==> src/timer_pwm_pkg.sv <==
// Shared constants, types and helpers for the PWM and capture timer
package timer_pwm_pkg;

    localparam int CNT_W = 16;
    localparam int PRE_W = 3;
    localparam int PRE_CNT_W = 7;
    localparam int DB_W = 8;
    localparam int MODE_W = 4;
    localparam int ISRC_W = 2;

    // Values after reset and at restart, and the dead-band clamp limit
    localparam logic [CNT_W-1:0] COUNT_RST = 16'h0000;
    localparam logic [CNT_W-1:0] COUNT_RESTART = 16'h0001;
    localparam logic [CNT_W-1:0] PWM_RST = 16'h0000;
    localparam logic [PRE_CNT_W-1:0] PRE_RST = 7'h00;
    localparam logic [DB_W-1:0] DB_CNT_RST = 8'h00;
    localparam logic [DB_W-1:0] DB_MAX = 8'h80;

    // Effective mode is {mode_high_bit, mode field}
    localparam logic [MODE_W-1:0] MODE_PWM_SINGLE = 4'h3;
    localparam logic [MODE_W-1:0] MODE_CAPTURE = 4'h4;
    localparam logic [MODE_W-1:0] MODE_PWM_DUAL = 4'hC;

    // Interrupt source selection
    localparam logic [ISRC_W-1:0] ISRC_BOTH = 2'h0;
    localparam logic [ISRC_W-1:0] ISRC_BOTH_ALT = 2'h1;
    localparam logic [ISRC_W-1:0] ISRC_CAPTURE_ONLY = 2'h2;
    localparam logic [ISRC_W-1:0] ISRC_RELOAD_ONLY = 2'h3;

    // PWM period phase: before match, after match
    typedef enum logic [1:0] {
        PH_IDLE = 2'b00,
        PH_LEAD = 2'b01,
        PH_TRAIL = 2'b11
    } phase_t;

    function automatic logic is_pwm_mode(input logic [MODE_W-1:0] m);
        return (m == MODE_PWM_SINGLE) || (m == MODE_PWM_DUAL);
    endfunction

    // Prescaler wrap value: divide by 2**p
    function automatic logic [PRE_CNT_W-1:0] pre_limit(input logic [PRE_W-1:0] p);
        return PRE_CNT_W'((8'h01 << p) - 8'h01);
    endfunction

endpackage

==> src/timer_deadband.sv <==
// Dead-band delay on the inactive-to-active edge of one PWM line
`timescale 1ns/1ps
module timer_deadband
    import timer_pwm_pkg::*;
(
    input wire logic clk_sys_i,
    input wire logic rst_n_i,
    input wire logic level_i,
    input wire logic [DB_W-1:0] delay_i,
    output logic level_o
);

    logic out_q;
    logic out_d;
    logic [DB_W-1:0] cnt_q;
    logic [DB_W-1:0] cnt_d;

    // Falls pass at once, rises wait delay_i extra cycles
    always_comb
    begin
        out_d = out_q;
        cnt_d = cnt_q;
        if (!level_i)
        begin
            out_d = 1'b0;
            cnt_d = DB_CNT_RST;
        end
        else if (!out_q)
        begin
            if (cnt_q >= delay_i)
            begin
                out_d = 1'b1;
            end
            else
            begin
                cnt_d = DB_W'(cnt_q + 8'h01);
            end
        end
    end

    always_ff @(posedge clk_sys_i)
    begin
        if (!rst_n_i)
        begin
            out_q <= 1'b0;
            cnt_q <= DB_CNT_RST;
        end
        else
        begin
            out_q <= out_d;
            cnt_q <= cnt_d;
        end
    end

    assign level_o = out_q;
endmodule

==> src/timer_pwm_capture.sv <==
// 16-bit timer with single PWM, dual PWM with dead-band, and capture modes
`timescale 1ns/1ps
module timer_pwm_capture
    import timer_pwm_pkg::*;
(
    input wire logic clk_sys_i,
    input wire logic rst_n_i,
    input wire logic enable_i,
    input wire logic [2:0] mode_i,
    input wire logic mode_high_bit_i,
    input wire logic output_polarity_select_i,
    input wire logic [PRE_W-1:0] prescale_i,
    input wire logic [ISRC_W-1:0] interrupt_source_config_i,
    input wire logic [CNT_W-1:0] reload_i,
    input wire logic [DB_W-1:0] deadband_i,
    input wire logic count_wr_i,
    input wire logic [CNT_W-1:0] count_wdata_i,
    input wire logic pwm_wr_i,
    input wire logic [CNT_W-1:0] pwm_wdata_i,
    input wire logic timer_in_i,
    output logic timer_out_o,
    output logic timer_out_comp_o,
    output logic comp_pin_oe_o,
    output logic irq_o,
    output logic input_capture_flag_o,
    output logic [CNT_W-1:0] count_o,
    output logic [CNT_W-1:0] pwm_o
);

    logic [MODE_W-1:0] mode_eff;
    logic pwm_mode;
    logic dual_mode;
    logic cap_mode;
    logic run;
    logic tick;
    logic reload_hit;
    logic match_next;
    logic edge_rise;
    logic edge_fall;
    logic cap_ev;
    logic output_polarity_select;
    logic [CNT_W-1:0] count_inc;
    logic [DB_W-1:0] db_eff;
    logic [1:0] db_in;
    logic [1:0] db_out;

    // Input synchroniser and edge history
    logic in_s1_q;
    logic in_s2_q;
    logic in_s3_q;

    logic [PRE_CNT_W-1:0] pre_q;
    logic [PRE_CNT_W-1:0] pre_d;
    logic [CNT_W-1:0] count_q;
    logic [CNT_W-1:0] count_d;
    logic [CNT_W-1:0] pwm_q;
    logic [CNT_W-1:0] pwm_d;
    phase_t phase_q;
    phase_t phase_d;
    logic lvl_q;
    logic lvl_d;
    logic flag_q;
    logic flag_d;
    logic irq_q;
    logic irq_d;
    logic comp_oe_q;
    logic comp_oe_d;

    assign output_polarity_select = output_polarity_select_i;
    assign mode_eff = {mode_high_bit_i, mode_i};
    assign pwm_mode = is_pwm_mode(mode_eff);
    assign dual_mode = (mode_eff == MODE_PWM_DUAL);
    assign cap_mode = (mode_eff == MODE_CAPTURE);
    assign run = enable_i && (pwm_mode || cap_mode);
    assign tick = run && (pre_q == pre_limit(prescale_i));
    assign reload_hit = tick && (count_q == reload_i);
    assign count_inc = CNT_W'(count_q + 16'h0001);
    assign match_next = (count_inc == pwm_q);
    assign edge_rise = in_s2_q && !in_s3_q;
    assign edge_fall = !in_s2_q && in_s3_q;
    // Polarity one selects the rising edge
    assign cap_ev = enable_i && cap_mode && (output_polarity_select ? edge_rise : edge_fall);

    // Prescaler
    always_comb
    begin
        pre_d = pre_q;
        if (!run || tick)
        begin
            pre_d = PRE_RST;
        end
        else
        begin
            pre_d = PRE_CNT_W'(pre_q + 7'h01);
        end
    end

    // Count, PWM phase, capture register and interrupt
    always_comb
    begin
        count_d = count_q;
        pwm_d = pwm_q;
        phase_d = phase_q;
        lvl_d = lvl_q;
        flag_d = flag_q;
        irq_d = 1'b0;
        comp_oe_d = dual_mode;
        if (count_wr_i)
        begin
            count_d = count_wdata_i;
        end
        else if (reload_hit)
        begin
            count_d = COUNT_RESTART;
        end
        else if (tick)
        begin
            count_d = count_inc;
        end
        if (pwm_wr_i)
        begin
            pwm_d = pwm_wdata_i;
        end
        if (!enable_i || !pwm_mode)
        begin
            phase_d = PH_IDLE;
            lvl_d = output_polarity_select;
        end
        else
        begin
            unique case (phase_q)
                PH_IDLE:
                begin
                    phase_d = PH_LEAD;
                    lvl_d = output_polarity_select;
                    // First tick after enable may already land on the match
                    if (tick && match_next && !reload_hit)
                    begin
                        lvl_d = !output_polarity_select;
                        phase_d = PH_TRAIL;
                    end
                end
                PH_LEAD:
                begin
                    if (reload_hit)
                    begin
                        lvl_d = output_polarity_select;
                    end
                    else if (tick && match_next)
                    begin
                        lvl_d = !lvl_q;
                        phase_d = PH_TRAIL;
                    end
                end
                PH_TRAIL:
                begin
                    if (reload_hit)
                    begin
                        lvl_d = output_polarity_select;
                        phase_d = PH_LEAD;
                    end
                end
                default:
                begin
                    phase_d = PH_IDLE;
                end
            endcase
            if (reload_hit)
            begin
                irq_d = 1'b1;
            end
        end
        if (enable_i && cap_mode)
        begin
            if (reload_hit)
            begin
                flag_d = 1'b0;
                if (interrupt_source_config_i != ISRC_CAPTURE_ONLY)
                begin
                    irq_d = 1'b1;
                end
            end
            // Capture wins over a write or a reload in the same cycle
            if (cap_ev)
            begin
                pwm_d = count_q;
                flag_d = 1'b1;
                if (interrupt_source_config_i != ISRC_RELOAD_ONLY)
                begin
                    irq_d = 1'b1;
                end
            end
        end
    end

    always_ff @(posedge clk_sys_i)
    begin
        if (!rst_n_i)
        begin
            in_s1_q <= 1'b0;
            in_s2_q <= 1'b0;
            in_s3_q <= 1'b0;
            pre_q <= PRE_RST;
            count_q <= COUNT_RST;
            pwm_q <= PWM_RST;
            phase_q <= PH_IDLE;
            lvl_q <= 1'b0;
            flag_q <= 1'b0;
            irq_q <= 1'b0;
            comp_oe_q <= 1'b0;
        end
        else
        begin
            in_s1_q <= timer_in_i;
            in_s2_q <= in_s1_q;
            in_s3_q <= in_s2_q;
            pre_q <= pre_d;
            count_q <= count_d;
            pwm_q <= pwm_d;
            phase_q <= phase_d;
            lvl_q <= lvl_d;
            flag_q <= flag_d;
            irq_q <= irq_d;
            comp_oe_q <= comp_oe_d;
        end
    end

    // Dead-band applies only in dual mode, clamped to its range
    assign db_eff = dual_mode ? ((deadband_i > DB_MAX) ? DB_MAX : deadband_i) : DB_CNT_RST;
    assign db_in[0] = lvl_q;
    assign db_in[1] = dual_mode && !lvl_q;

    genvar gi;
    generate
        for (gi = 0; gi < 2; gi++)
        begin : g_line
            timer_deadband u_db (
                .clk_sys_i(clk_sys_i),
                .rst_n_i(rst_n_i),
                .level_i(db_in[gi]),
                .delay_i(db_eff),
                .level_o(db_out[gi])
            );
        end
    endgenerate

    assign timer_out_o = db_out[0];
    assign timer_out_comp_o = db_out[1];
    assign comp_pin_oe_o = comp_oe_q;
    assign irq_o = irq_q;
    assign input_capture_flag_o = flag_q;
    assign count_o = count_q;
    assign pwm_o = pwm_q;
endmodule

==> config.mk <==
export PLATFORM = sky130hd
export DESIGN_NAME = timer_pwm_capture
export DESIGN_NICKNAME = d
export VERILOG_FILES = /design/src/timer_pwm_pkg.sv /design/src/timer_deadband.sv /design/src/timer_pwm_capture.sv
export SDC_FILE = /design/constraint.sdc
export NUM_CORES = 1
export LEC_CHECK = 0
export ABC_CLOCK_PERIOD_IN_PS = 4000
export BUFFER_PORTS_ARGS = -buffer_cell sky130_fd_sc_hd__buf_2
export CAP_MARGIN = 5
export CORE_MARGIN = 2
export CORE_UTILIZATION = 49
export DETAILED_ROUTE_END_ITERATION = 16
export PLACE_DENSITY = 0.74
export SLEW_MARGIN = 20
export SYNTH_ARGS = -nofsm -noshare
export SYNTH_HDL_FRONTEND = slang
export SYNTH_SLANG_ARGS = --single-unit
==> constraint.sdc <==
create_clock -name clk_sys_i -period 4 [get_ports clk_sys_i]
set_input_delay 0.2 -clock clk_sys_i [delete_from_list [all_inputs] [get_ports clk_sys_i]]
set_output_delay 0.2 -clock clk_sys_i [all_outputs]
set_load 0.01 [all_outputs]
# Word-level counts from Yosys, hierarchy flattened

Cells that the tools add are included.

Bits in registers: 66
Output and inout bits: 37

$add $sub $neg: 5
Order comparisons: 3
Eq/ne operators: 15
Shift-type cells: 1
Multiplexer cells: 33
Bitwise gates (word level): 5
Reduce and logical (&&, ||, !) cells: 35

Operator list:

| cell                                             | number |
|---|---|
| two-way mux 16 bit                               | 6 |
| == test 16 bit                                   | 2 |
| two-way mux 1 bit                                | 19 |
| adder 16 x 1 -> 16 bit, second input constant    | 1 |
| adder 8 x 1 -> 8 bit, second input constant      | 2 |
| greater-or-equal comparator 8 bit                | 2 |
| two-way mux 8 bit                                | 2 |
| logical AND 1 bit                                | 10 |
| != test 2 bit, second input constant             | 5 |
| AND reduction 2 bit                              | 5 |
| > comparator 8 bit, second input constant        | 1 |
| logical NOT 1 bit                                | 8 |
| two-way mux 2 bit                                | 4 |
| adder 7 x 1 -> 7 bit, second input constant      | 1 |
| == test 7 bit                                    | 1 |
| left shift 1 x 3 -> 7 bit, first input constant  | 1 |
| subtractor 7 x 1 -> 7 bit, second input constant | 1 |
| case mux 2 bit (3 select lines)                  | 1 |
| AND reduction 3 bit                              | 2 |
| NOT 1 bit                                        | 5 |
| == test 4 x 2 -> 1 bit, second input constant    | 1 |
| == test 4 x 3 -> 1 bit, second input constant    | 1 |
| == test 4 bit, second input constant             | 1 |
| logical OR 1 bit                                 | 4 |
| other kinds (10)                                 | 11 |

# Longest topological paths before layout

Depth after elaboration: 13
Depth in mapped cells: 16

# Cells and area by module

From an unflattened synthesis, not the netlist that was laid out.

Cell total of the unflattened synthesis: 553
Area total of the unflattened synthesis: 4675.7 um^2

Modules (own cells, without submodules):

| module            | times used | cells an instance | area an instance (um^2) | seq. area each (um^2) |
|---|---|---|---|---|
| timer_pwm_capture | 1          | 419               | 3464.6                  | 960.9 |
| timer_deadband    | 2          | 67                | 605.6                   | 180.2 |

# Worst setup path before layout

OpenSTA, ideal clock, no wires.

Kind: input-to-reg
From: input mode_i[1]
To: register g_line[0].u_db.cnt_q[5]
Library setup time: 0.072 ns
Arrival: 3.042 ns
Data required time: 3.928 ns
Setup slack: 0.886 ns
Stages: 14
Cell sequence: nor3b_1 -> and2_1 -> nor2b_1 -> and2_1 -> ha_1 -> nand2b_1 -> a21o_1 -> a21o_1 -> a21o_1 -> a21o_1 -> a21oi_1 -> o21ai_0 -> or3_1 -> a21oi_1

Cells in the longest elaborated chain, start to end: 5

Ends and longest elaborated chain:

| what                              | RTL line                 | RTL |
|---|---|---|
| from (decl)                       | timer_pwm_capture.sv:9   | `input wire logic [2:0] mode_i,` |
| == test 4 bit                     | timer_pwm_capture.sv:72  | `assign dual_mode = (mode_eff == MODE_PWM_DUAL);` |
| two-way mux 8 bit                 | timer_pwm_capture.sv:229 | `assign db_eff = dual_mode ? ((deadband_i > DB_MAX) ? DB_MAX : deadband_i) : DB_CNT_RST;` |
| greater-or-equal comparator 8 bit | timer_deadband.sv:30     | `if (cnt_q >= delay_i)` |
| NOT 1 bit (no line)               | n/a                      |  |
| AND reduction 2 bit (no line)     | n/a                      |  |
| to (signal assigned)              | timer_deadband.sv:51     | `cnt_q <= cnt_d;` |
| to (decl)                         | timer_deadband.sv:15     | `logic [DB_W-1:0] cnt_q;` |

Every way passes these cells.
A chain may end at the register's enable or synchronous reset.

# Worst setup path after layout

Ends and elaborated chain as after synthesis.

==> flow_summary.toml <==
[yosys]
synth-edff-count = 0
yosysWarnings = 0
synth_top_cell_by_area = "dfxtp_1"
synth_area_leaders = "dfxtp_1 29%, xnor2_1 7.4%, ha_1 5.8%"
ys_seq_area_frac = 0.293
synth.top_cell.area_share = 0.293
synthTopCellsByCount = "66 x dfxtp_1, 66 x nor2_1, 46 x nand2_1"
syn_avg_cell_area_um2 = 7.97
synth-seq-cells = 66
yosysUniqueCellTypes = 67
syn_nets = 658
synthArstFlopShare = 0
synth_ff_type = "dfxtp_1"
syn_area_um2 = 4500
synth_cells = 565

[finish]
seqCellArea_um2 = 1320
fin_nets = 743
fin_area_um2 = 5230
fillerInstances = 816
areaGrowthSynthToFinish_pct = 16.2
drive_gt1_frac = 0.206
fin_util = 0.594
antenna_cells = 0
multiInputGateArea_um2 = 2990
finalNonFillerCells = 763

[critical_path]
critPathArrivalTime_ns = 3.60
cp.required_ns = 4.27
cpPeakStageDelay_ns = 0.37
crit_top_cell = "a21o_1"
crit_type = "input pin to flip-flop"
cp_max_fo = 7
crit_buf_inv = 1
end_kind = "flip-flop"
path_cells = "buf_2 > nor3b_1 > and2_1 > nor2b_1 > and2_1 > ha_1 > nand2b_1 > a21o_1 > a21o_1 > a21o_1 > a21o_1 > a21oi_1 > o21ai_0 > or3_1 > a21oi_1"
critPathTopFamily = "simple AND/OR/NAND/NOR gates"
worst_path_max_delay_cell = "nor2b_1"
startpoint_type = "input pin"

[place]
place_area_um2 = 5050
dp.cells = 747
io_buffers = 108
detailed_place_hpwl_um = 8930
place_congestion = 0.905

[power_and_ir_drop]
p_leak_nw = 2.14
swShare = 0.270
vdd_ir_drop_max_uv = 160
clockPowerShare = 0.357
seq_power_share = 0.486
p_switching_w = 0.000402
finalPower_w = 0.00149
p_per_area_nw_per_um2 = 284
p_int_w = 0.00108
combPwrFrac = 0.157

[status]
status = "complete, no violations"

[die]
coreArea_um2 = 8810
rows = 34
die_area_um2 = 9970
initial_utilization = 0.511
die_h_um = 99.9
num_io_pins = 109
die-width_um = 99.9

[timing]
period_share = 0.832
skew_ns = 0.0129
rsz0062_at_grt = "false"
min_period_ns = 3.33
slew_violations = 0
timing.fmax_ghz = 0.301
slew_headroom = 0.319
finalSetupViolations = 0
tightest_slew_ns = 1.02
hold_viol = 0
fin_setup_tns_ns = 0

[clock_network]
cts_resized = 0
cts_tree = "yes"
h-tree-depth = 3
cts_buffers = 9
hold_buffers = 0
cts_setup_buffers = 0
insertion_delay_ns = 0.34
cts.sinks = 66
cts_buffer_depth = 2
clock-root-buffer = "clkbuf_8"
clkSlewWorstSetupHoldPaths_ns = 0.07

[run]
drv_cap = 0

[grt]
grt_max_degree = 35
grt_pass1_vias = 4051
antenna_found_initial = 0
grt.overflow.total = 0
grt_usage = 0.244
grt_pass1_wl_um = 19800

[min_path]
min_path_type = "input pin to flip-flop"

[routing]
post_drt_wl_per_cell_um = 15.5
vias = 4424
ant_nets = 0
drt_first_pass_iters = 7
drt_iter0_drc = 301
via_per_inst = 5.80
wirelength_um = 11800
drc = 0
per-layer routing:
layer	vias to the layer above	track usage	routed length (um)
met5	-	0	0
met4	0	0.0938	210
met3	17	0.0306	657
met2	151	0.386	5480
met1	2056	0.342	5450
li1	2200	-	-
power groups by stage:
stage | Combinational, W | Sequential, W | Clock [W]
after global routing | 0.000259 | 0.000726 | 0.000575
final | 0.000233 | 0.000722 | 0.000531
after floorplan | 0.000157 | 0.000719 | 0
after CTS | 0.000234 | 0.000721 | 0.000540
after global placement | 0.000226 | 0.000735 | 0
after detailed placement | 0.000231 | 0.000735 | 0
cells in the final DEF (no fill, tap or decap), drive strengths merged, types with 5 or more instances in the layout:
cell      n
a211oi   20
a21o     12
a21oi    31
a221oi    5
and2      6
and3     15
buf     111
clkbuf   13
dfxtp    66
ha       21
inv      10
mux2i    20
nand2    47
nand3    18
nand4    12
nor2     66
nor3     11
nor4      8
o21a      6
o21ai    37
or3      11
xnor2    38
xor2     11
final timing paths:
check	start	depth (start not counted)	endpoint	slack, ns
hold / removal	interrupt_source_config_i[1]	2	irq_o	0.05
setup / recovery	mode_i[1]	15	g_line[0].u_db.cnt_q[5]	0.67
setup reg to reg	count_o[0]	10	lvl_q	0.74
hold reg to reg	in_s1_q	1	in_s2_q	0.44
cell type report:
class,instances,area share
Clock buffer,13,0.0265
Inverter,11,0.00789
Clock inverter,3,0.00765
Sequential cell,66,0.253
Multi-Input combinational cell,451,0.572
Tap cell,108,0.0258
Timing Repair Buffer,111,0.108
flip-flops by register name, summed over array words and instances, names as in the netlist:
signal,count
phase_q,2
in_s2_q,1
g_line.u_db.cnt_q,16
comp_pin_oe_o,1
pre_q,7
input_capture_flag_o,1
in_s3_q,1
count_o,16
g_line.u_db.level_o,2
pwm_o,16
lvl_q,1
in_s1_q,1
irq_o,1
through the flow:
step	hold WS, ns	setup WS, ns
after global placement	0.407	0.562
final	0.0520	0.672
after detailed placement	0.403	0.365
after floorplan	0.311	0.886
after global routing	0.0577	0.300
after CTS	0.0445	0.711
cells by family after synthesis:
family	after synthesis	share of synthesized area
AND/OR/NAND/NOR	230	0.266
AO/OA/AOI/OAI	129	0.189
adder cells (fa/ha/maj)	21	0.0584
multiplexers	20	0.0445
buffers and inverters	48	0.0434
XOR/XNOR	51	0.105
flip-flops	66	0.293
Note: power is estimated with default switching activity, not from simulation.
